[src/usrfa_regs.svh]
// Register offsets, field positions, reset values and timing figures of the block.
`ifndef USRFA_REGS_SVH
`define USRFA_REGS_SVH
`define USRFA_OFS_CSR0          4'h0
`define USRFA_OFS_FIFOA         4'h4
`define USRFA_OFS_IRQ_STAT      4'h8
`define USRFA_OFS_IRQ_MASK      4'hC
`define USRFA_CSR0_RESUME       10
`define USRFA_CSR0_SUSP         9
`define USRFA_CSR0_PERMIT       8
`define USRFA_CSR0_ADDR_HI      6
`define USRFA_FIFO_RX_HI        28
`define USRFA_FIFO_RX_LO        16
`define USRFA_FIFO_TX_HI        12
`define USRFA_FIFO_TX_LO        0
`define USRFA_CSR0_RST          32'h0000_0000
`define USRFA_FIFOA_RST         32'h0000_0000
`define USRFA_IRQ_RST           4'h0
`define USRFA_CLK_PERIOD_NS     10
`define USRFA_RESUME_DEV_MAX_NS 15000000
`define USRFA_RESUME_HOST_NS    20000000
`endif

[src/usrfa_pkg.sv]
// Types shared by the suspend, resume and FIFO base block.
package usrfa_pkg;
    typedef enum logic [2:0] {
        USRFA_NORMAL    = 3'h1,
        USRFA_SUSPENDED = 3'h2,
        USRFA_RESUMING  = 3'h4
    } usrfa_state_t;

    typedef struct packed {
        logic        wr;
        logic        hit;
        logic [3:0]  ofs;
        logic [31:0] dat;
        logic [3:0]  sel;
    } usrfa_wb_acc_t;

    typedef struct packed {
        logic overrun;
        logic addr_hit;
        logic susp_out;
        logic susp_in;
    } usrfa_evt_t;
endpackage

[src/usrfa_wb_slave.sv]
// Classic Wishbone slave front end: acknowledge, decode and read data register.
`timescale 1ns/1ps
module usrfa_wb_slave #(
    parameter int AW = 6
) (
    input  wire logic                   clk_i,
    input  wire logic                   rst_i,
    input  wire logic                   wb_cyc_i,
    input  wire logic                   wb_stb_i,
    input  wire logic                   wb_we_i,
    input  wire logic [AW-1:0]          wb_adr_i,
    input  wire logic [3:0]             wb_sel_i,
    input  wire logic [31:0]            wb_dat_i,
    input  wire logic [31:0]            rdata_i,
    output logic                        wb_ack_o,
    output logic [31:0]                 wb_dat_o,
    output usrfa_pkg::usrfa_wb_acc_t    acc_o
);
    logic req;
    logic hit;

    assign req = wb_cyc_i && wb_stb_i;
    assign hit = (wb_adr_i[AW-1:4] == '0);

    // Writes land on the edge where the master sees ack, never earlier.
    always_comb begin
        acc_o.wr  = req && wb_we_i && wb_ack_o && hit;
        acc_o.hit = hit;
        acc_o.ofs = {wb_adr_i[3:2], 2'b00};
        acc_o.dat = wb_dat_i;
        acc_o.sel = wb_sel_i;
    end

    always_ff @(posedge clk_i) begin
        if (rst_i) begin
            wb_ack_o <= 1'b0;
        end else begin
            wb_ack_o <= req && !wb_ack_o;
        end
    end

    // Unmapped addresses still answer, reading as zero.
    always_ff @(posedge clk_i) begin
        if (rst_i) begin
            wb_dat_o <= 32'h0000_0000;
        end else if (req && !wb_ack_o) begin
            wb_dat_o <= (hit && !wb_we_i) ? rdata_i : 32'h0000_0000;
        end
    end
endmodule

[src/usrfa_addr_match.sv]
// Function address comparator for incoming token packets.
`timescale 1ns/1ps
module usrfa_addr_match (
    input  wire logic       clk_i,
    input  wire logic       rst_i,
    input  wire logic       enable_i,
    input  wire logic [6:0] dev_addr_i,
    input  wire logic       token_valid_i,
    input  wire logic [6:0] token_addr_i,
    output logic            match_o
);

    always_ff @(posedge clk_i) begin
        if (rst_i) begin
            match_o <= 1'b0;
        end else begin
            match_o <= enable_i && token_valid_i && (token_addr_i == dev_addr_i);
        end
    end
endmodule

[src/usrfa_top.sv]
// Suspend, resume, function address and endpoint FIFO base control block.
//
// Decided for this implementation: the placing of the registers and the Wishbone slave port.
`timescale 1ns/1ps
`include "usrfa_regs.svh"
module usrfa_top #(
    parameter int          AW              = 6,
    parameter int unsigned RESUME_DEV_CYC  = `USRFA_RESUME_DEV_MAX_NS / `USRFA_CLK_PERIOD_NS,
    parameter int unsigned RESUME_HOST_CYC = `USRFA_RESUME_HOST_NS / `USRFA_CLK_PERIOD_NS
) (
    input  wire logic          clk_i,
    input  wire logic          rst_i,
    input  wire logic          wb_cyc_i,
    input  wire logic          wb_stb_i,
    input  wire logic          wb_we_i,
    input  wire logic [AW-1:0] wb_adr_i,
    input  wire logic [3:0]    wb_sel_i,
    input  wire logic [31:0]   wb_dat_i,
    output logic               wb_ack_o,
    output logic [31:0]        wb_dat_o,
    input  wire logic          role_host_i,
    input  wire logic          link_suspend_i,
    input  wire logic          link_resume_i,
    input  wire logic          token_valid_i,
    input  wire logic [6:0]    token_addr_i,
    output logic               resume_drive_o,
    output logic               suspended_o,
    output logic               addr_match_o,
    output logic [15:0]        rx_fifo_base_o,
    output logic [15:0]        tx_fifo_base_o,
    output logic               irq_o
);
    localparam int FW = `USRFA_FIFO_RX_HI - `USRFA_FIFO_RX_LO + 1;
    // Reset words held as sized constants so that single fields can be selected from them.
    localparam logic [31:0] CSR0_RST  = `USRFA_CSR0_RST;
    localparam logic [31:0] FIFOA_RST = `USRFA_FIFOA_RST;

    usrfa_pkg::usrfa_wb_acc_t acc;
    usrfa_pkg::usrfa_state_t  state;
    usrfa_pkg::usrfa_state_t  next_state;
    usrfa_pkg::usrfa_evt_t    evt;

    logic [31:0] rdata;
    logic        resume_ctl;
    logic        suspend_permit;
    logic [6:0]  device_bus_address;
    logic [FW-1:0] rx_endpoint_buffer_start;
    logic [FW-1:0] tx_endpoint_buffer_start;
    logic [3:0]  irq_stat;
    logic [3:0]  irq_mask;
    logic [31:0] res_cnt;
    logic [31:0] res_lim;
    logic        suspend_state_flag;
    logic        host_susp_req;
    logic        wr_csr0;
    logic        wr_fifoa;
    logic        wr_stat;
    logic        wr_mask;
    logic [31:0] csr0_word;
    logic [31:0] fifoa_word;
    logic [31:0] fifoa_merged;
    logic [31:0] mask_merged;

    // Byte-lane merge of a write into a stored word.
    function automatic logic [31:0] merge(input logic [31:0] old_v,
                                          input logic [31:0] new_v,
                                          input logic [3:0]  sel);
        logic [31:0] m;
        m = {{8{sel[3]}}, {8{sel[2]}}, {8{sel[1]}}, {8{sel[0]}}};
        return (old_v & ~m) | (new_v & m);
    endfunction

    usrfa_wb_slave #(
        .AW (AW)
    ) u_wb (
        .clk_i    (clk_i),
        .rst_i    (rst_i),
        .wb_cyc_i (wb_cyc_i),
        .wb_stb_i (wb_stb_i),
        .wb_we_i  (wb_we_i),
        .wb_adr_i (wb_adr_i),
        .wb_sel_i (wb_sel_i),
        .wb_dat_i (wb_dat_i),
        .rdata_i  (rdata),
        .wb_ack_o (wb_ack_o),
        .wb_dat_o (wb_dat_o),
        .acc_o    (acc)
    );

    assign wr_csr0  = acc.wr && (acc.ofs == `USRFA_OFS_CSR0);
    assign wr_fifoa = acc.wr && (acc.ofs == `USRFA_OFS_FIFOA);
    assign wr_stat  = acc.wr && (acc.ofs == `USRFA_OFS_IRQ_STAT);
    assign wr_mask  = acc.wr && (acc.ofs == `USRFA_OFS_IRQ_MASK);

    assign csr0_word = {21'h00_0000, resume_ctl, suspend_state_flag, suspend_permit,
                        1'b0, role_host_i ? 7'h00 : device_bus_address};
    assign fifoa_word = {3'h0, rx_endpoint_buffer_start, 3'h0, tx_endpoint_buffer_start};

    // A partial write keeps the byte lanes that sel leaves out.
    // The merged words are formed once, so both registers apply the lanes the same way.
    assign fifoa_merged = merge(fifoa_word, acc.dat, acc.sel);
    assign mask_merged  = merge({28'h000_0000, irq_mask}, acc.dat, acc.sel);

    always_comb begin
        unique case (acc.ofs)
            `USRFA_OFS_CSR0:     rdata = csr0_word;
            `USRFA_OFS_FIFOA:    rdata = fifoa_word;
            `USRFA_OFS_IRQ_STAT: rdata = {28'h000_0000, irq_stat};
            `USRFA_OFS_IRQ_MASK: rdata = {28'h000_0000, irq_mask};
            default:             rdata = 32'h0000_0000;
        endcase
    end

    // Control bits of the control and status word.
    always_ff @(posedge clk_i) begin
        if (rst_i) begin
            resume_ctl         <= CSR0_RST[`USRFA_CSR0_RESUME];
            suspend_permit     <= CSR0_RST[`USRFA_CSR0_PERMIT];
            device_bus_address <= 7'h00;
        end else if (wr_csr0) begin
            if (acc.sel[1]) begin
                resume_ctl     <= acc.dat[`USRFA_CSR0_RESUME];
                suspend_permit <= acc.dat[`USRFA_CSR0_PERMIT];
            end
            if (acc.sel[0] && !role_host_i) begin
                device_bus_address <= acc.dat[`USRFA_CSR0_ADDR_HI:0];
            end
        end
    end

    always_ff @(posedge clk_i) begin
        if (rst_i) begin
            rx_endpoint_buffer_start <= FIFOA_RST[`USRFA_FIFO_RX_HI:`USRFA_FIFO_RX_LO];
            tx_endpoint_buffer_start <= FIFOA_RST[`USRFA_FIFO_TX_HI:`USRFA_FIFO_TX_LO];
        end else if (wr_fifoa) begin
            rx_endpoint_buffer_start <= fifoa_merged[`USRFA_FIFO_RX_HI:`USRFA_FIFO_RX_LO];
            tx_endpoint_buffer_start <= fifoa_merged[`USRFA_FIFO_TX_HI:`USRFA_FIFO_TX_LO];
        end
    end

    // The bases are byte addresses, so the all-ones code lands on the last 8-byte unit.
    assign rx_fifo_base_o = {rx_endpoint_buffer_start, 3'h0};
    assign tx_fifo_base_o = {tx_endpoint_buffer_start, 3'h0};

    assign host_susp_req = wr_csr0 && role_host_i && acc.sel[1]
                           && acc.dat[`USRFA_CSR0_SUSP];

    always_comb begin
        next_state = state;
        unique case (state)
            usrfa_pkg::USRFA_NORMAL: begin
                if (suspend_permit && (role_host_i ? host_susp_req : link_suspend_i)) begin
                    next_state = usrfa_pkg::USRFA_SUSPENDED;
                end
            end
            usrfa_pkg::USRFA_SUSPENDED: begin
                if (resume_ctl) begin
                    next_state = usrfa_pkg::USRFA_RESUMING;
                end else if (link_resume_i) begin
                    next_state = usrfa_pkg::USRFA_NORMAL;
                end
            end
            usrfa_pkg::USRFA_RESUMING: begin
                if (!resume_ctl) begin
                    next_state = usrfa_pkg::USRFA_NORMAL;
                end
            end
            default: next_state = usrfa_pkg::USRFA_NORMAL;
        endcase
    end

    always_ff @(posedge clk_i) begin
        if (rst_i) begin
            state <= usrfa_pkg::USRFA_NORMAL;
        end else begin
            state <= next_state;
        end
    end

    assign suspend_state_flag = (state != usrfa_pkg::USRFA_NORMAL);
    assign suspended_o        = suspend_state_flag;
    assign resume_drive_o     = (state == usrfa_pkg::USRFA_RESUMING);

    assign res_lim = role_host_i ? 32'(RESUME_HOST_CYC) : 32'(RESUME_DEV_CYC);

    // Software may forget to clear resume; the counter only reports it and
    // keeps driving, because cutting resume short would break the link timing.
    always_ff @(posedge clk_i) begin
        if (rst_i) begin
            res_cnt <= 32'h0000_0000;
        end else if (!resume_drive_o) begin
            res_cnt <= 32'h0000_0000;
        end else if (res_cnt != res_lim) begin
            res_cnt <= res_cnt + 32'h0000_0001;
        end
    end

    usrfa_addr_match u_match (
        .clk_i         (clk_i),
        .rst_i         (rst_i),
        .enable_i      (!role_host_i),
        .dev_addr_i    (device_bus_address),
        .token_valid_i (token_valid_i),
        .token_addr_i  (token_addr_i),
        .match_o       (addr_match_o)
    );

    always_comb begin
        evt.susp_in  = (state == usrfa_pkg::USRFA_NORMAL)
                       && (next_state == usrfa_pkg::USRFA_SUSPENDED);
        evt.susp_out = suspend_state_flag && (next_state == usrfa_pkg::USRFA_NORMAL);
        evt.addr_hit = addr_match_o;
        evt.overrun  = resume_drive_o && (res_cnt == res_lim - 32'h0000_0001);
    end

    // A set in the same cycle as a clear wins, so no event is lost.
    always_ff @(posedge clk_i) begin
        if (rst_i) begin
            irq_stat <= `USRFA_IRQ_RST;
        end else begin
            irq_stat <= (irq_stat & ~(wr_stat ? acc.dat[3:0] & {4{acc.sel[0]}} : 4'h0))
                        | evt;
        end
    end

    always_ff @(posedge clk_i) begin
        if (rst_i) begin
            irq_mask <= `USRFA_IRQ_RST;
        end else if (wr_mask) begin
            irq_mask <= mask_merged[3:0];
        end
    end

    assign irq_o = |(irq_stat & irq_mask);

    logic rd_csr0_ack;
    logic rd_fifo_ack;
    assign rd_csr0_ack = wb_ack_o && !wb_we_i && acc.hit && (acc.ofs == `USRFA_OFS_CSR0);
    assign rd_fifo_ack = wb_ack_o && !wb_we_i && acc.hit && (acc.ofs == `USRFA_OFS_FIFOA);
endmodule

[config.mk]
export PLATFORM = sky130hd
export DESIGN_NAME = usrfa_top
export DESIGN_NICKNAME = d
export VERILOG_FILES = /design/src/usrfa_pkg.sv /design/src/usrfa_wb_slave.sv /design/src/usrfa_addr_match.sv /design/src/usrfa_top.sv
export VERILOG_INCLUDE_DIRS = /design/src
export SDC_FILE = /design/constraint.sdc
export NUM_CORES = 1
export LEC_CHECK = 0
export ABC_AREA = 1
export BUFFER_PORTS_ARGS = -buffer_cell sky130_fd_sc_hd__clkbuf_2
export CORE_UTILIZATION = 40
export CTS_BUF_LIST = sky130_fd_sc_hd__clkbuf_4 sky130_fd_sc_hd__clkbuf_8 sky130_fd_sc_hd__clkbuf_16
export DETAILED_ROUTE_END_ITERATION = 16
export PLACE_DENSITY = 0.59
export SLEW_MARGIN = 20
export SYNTH_ARGS = -nofsm -noshare
export SYNTH_HDL_FRONTEND = slang
export SYNTH_HIERARCHICAL = 1
export SYNTH_SLANG_ARGS = --single-unit
[constraint.sdc]
create_clock -name clk_i -period 4.71 [get_ports clk_i]
set_input_delay 0.942 -clock clk_i [delete_from_list [all_inputs] [get_ports clk_i]]
set_output_delay 0.942 -clock clk_i [all_outputs]
set_load 0.01 [all_outputs]
==> run summary <==
The ratio of total power to cell area came out at 270 nW/um^2. The later pin in the worst-skew pair is clocked with a latency of 0.35 ns. The worst-path maximum fanout came out at 33. The worst hold margin is 0.473 ns.

The number of pins exceeding their max-slew limit in the final report came out at 0. The delay of the slowest cell on the worst path is 0.50 ns. The initial core utilization came out at 40.8%. Setup repair after global routing left no endpoint under its margin. The floorplan die height is 127 um.

A synthesized cell averages 6.67 sq um. The worst clock skew on the final layout is 0.00765 ns. Compared with the post-synthesis result, the final layout area differs by 10.5%. The area of combinational cells with multiple inputs came out at 2950 sq um. The arrival time of data at the critical path endpoint came out at 3.01 ns. At the worst endpoint, the required time is 4.96 ns. The tree is rooted in a clkbuf_16. For the pin with the worst max-slew slack, the measured transition is 0.612 ns. The number of antenna violations at the first check in global routing is 0. The run finished with clean final reports. After layout, the minimum clock period comes to 2.76 ns. The count of max-cap constraint violations came out at 0. The global route total overflow came out at 0.

After the last flow step, the layout net total stands at 1,061. TritonCTS created 9 clock buffers. The global-route wire length before repair came out at 24,700 um. The number of hold buffers added after CTS was 0. For this run, the total global-route usage over all layers was measured as 19.4%. The final routed wirelength across all metal layers came out at 15,000 um. The class of the most critical hold timing path is flip-flop to flip-flop. The number of core rows came out at 45. The largest individual stage delay along the critical path comes from the cell nor3_4. The type of element launching the critical path is an input pin. The worst reg2reg path depth is 8. The number of levels the H-tree was split into came out at 3.

The post-route clock period utilization came out at 58.6%. After clock tree synthesis, the clock-pin slew on the worst setup and hold paths is 0.08 ns. The area of the die came out at 16,000 sq um. The sequential cell area came out at 2240 sq um. The critical path goes through clkbuf_2 > nor2_4 > buf_4 > nand2_1 > nor3_1 > buf_4 > nand2_1 > nor3_4 > inv_1 > nor2_1 > nor2_1. The final count of hold timing violations came to 0. The via count of the first global-routing pass is 4,990. The type of the setup path with the least slack is input pin to flip-flop.

The layout has 1,656 filler cells. The critical path starts at wb_adr_i[5]. The static leakage is 0.00254 uW. The antenna violation net count after detailed routing is 0.

The fraction of layout cells with a size suffix above 1 is 20.4%. Before antenna repair, the detailed router went through 5 iterations. Derived from the worst setup path, the maximum achievable clock frequency is 362 MHz. The total standard cell area after synthesis is 6210 sq um.

STA classifies the critical path endpoint as a flip-flop. The post-synthesis instance total came out at 931. The width of the die came out at 127 um. The DRC marker count from the first detailed-route iteration is 406.

For this run, design rule violations remaining after detail routing come to 0. The buffers inserted during post-CTS setup optimization came out at 0. Dividing the detail-routed via count by the number of cells gives 4.69. The library cell used most frequently in the layout, excluding fill and tap cells, is nor2_1. In the layout the commonest cells are 180 x nor2_1, 144 x nand2_1, 127 x inv_1, 112 x dfxtp_1, 112 x clkbuf_2. The quantity of I/O buffers inserted on ports came out at 112. The slack of the worst reg-to-reg path came out at 2.72 ns.

The total via count after detailed routing is 5,595. The clock sink count is 112. The number of warning messages in the yosys log is 6. The startpoint identified for the worst register-to-register timing path is u_wb/wb_ack_o$_SDFF_PP0_. The number of top-level pins came out at 127. After legalization and detailed placement, the total HPWL measured 10,900 um. The maximum number of pins on one net before global-route repair is 44. In the final routed layout, each cell accounts on average for 12.5 um.

The final setup violation count came out at 0. After clock tree synthesis, the repair step resized 0 gates. The final estimated routing congestion in global placement came out at 0.850. The endpoint of the worst-slack reg-to-reg timing path is device_bus_address[5]$_SDFFE_PP0P_. The relative max-transition margin came out at 59.2%. TritonCTS built the clock tree.

The clock passes through at most 2 buffers. The worst hold path stage count came out at 2. The final sum of negative setup slack came out at 0 ns. The standard cell core area came out at 15,200 sq um. The number of antenna cells inserted is 0. The worst supply voltage drop on vdd is 0.000156 V.
report_power, final:
part / switching [uW] / internal (uW) / total (uW)
combinational: 66.8 / 27.6 / 94.4
sequential: 0.486 / 947 / 947
clock: 362 / 446 / 809
total: 430 / 1420 / 1850
metrics by stage:
| stage | setup WS [ns] | util, % | cells | cell area [sq um] | total power [uW] |
|---|---|---|---|---|---|
| 2_1_floorplan | 2.37 | - | 943 | 6250 | 1060 |
| 3_3_place_gp | 1.62 | 43.1 | 1178 | 6550 | 1060 |
| 3_5_place_dp | 1.59 | 43.1 | 1178 | 6550 | 1060 |
| 4_1_cts | 1.96 | 45.1 | 1194 | 6860 | 1870 |
| 5_1_grt | 1.70 | 45.1 | 1194 | 6860 | 1920 |
| 6_report | 1.95 | 45.1 | 1194 | 6860 | 1850 |
worst max path at each step:
| stage | endpoint | slack, ns | depth (start not counted) |
|---|---|---|---|
| 2_1_floorplan | flip-flop | 2.37 | 9 |
| 3_3_place_gp | device_bus_address[5]$_SDFFE_PP0P_ | 1.62 | 11 |
| 3_5_place_dp | device_bus_address[5]$_SDFFE_PP0P_ | 1.59 | 11 |
| 4_1_cts | device_bus_address[5]$_SDFFE_PP0P_ | 1.96 | 11 |
| 5_1_grt | device_bus_address[5]$_SDFFE_PP0P_ | 1.70 | 11 |
| 6_report | device_bus_address[5]$_SDFFE_PP0P_ | 1.95 | 11 |
area by class of cell:
class	count	area share, %
Multi-Input combinational cell	623	43.1
Clock inverter	5	0.894
Clock buffer	11	3.68
Sequential cell	112	32.7
Timing Repair Buffer	115	8.50
Tap cell	188	3.43
Inverter	140	7.73
critical path: cells and delay by family:
kind / cells / cell delay (ns)
buffers and inverters: 4 / 0.79
AND/OR/NAND/NOR: 7 / 1.27
layer usage:
layer  routed length, um  up-vias  track usage [%]
met4                 167        0             5.81
met3                 569       10             2.24
met2                6500      127             30.7
li1                    -     2992                -
met1                7730     2466             27.6
met5                   0        -                0
(Power assumes the default switching activity.)
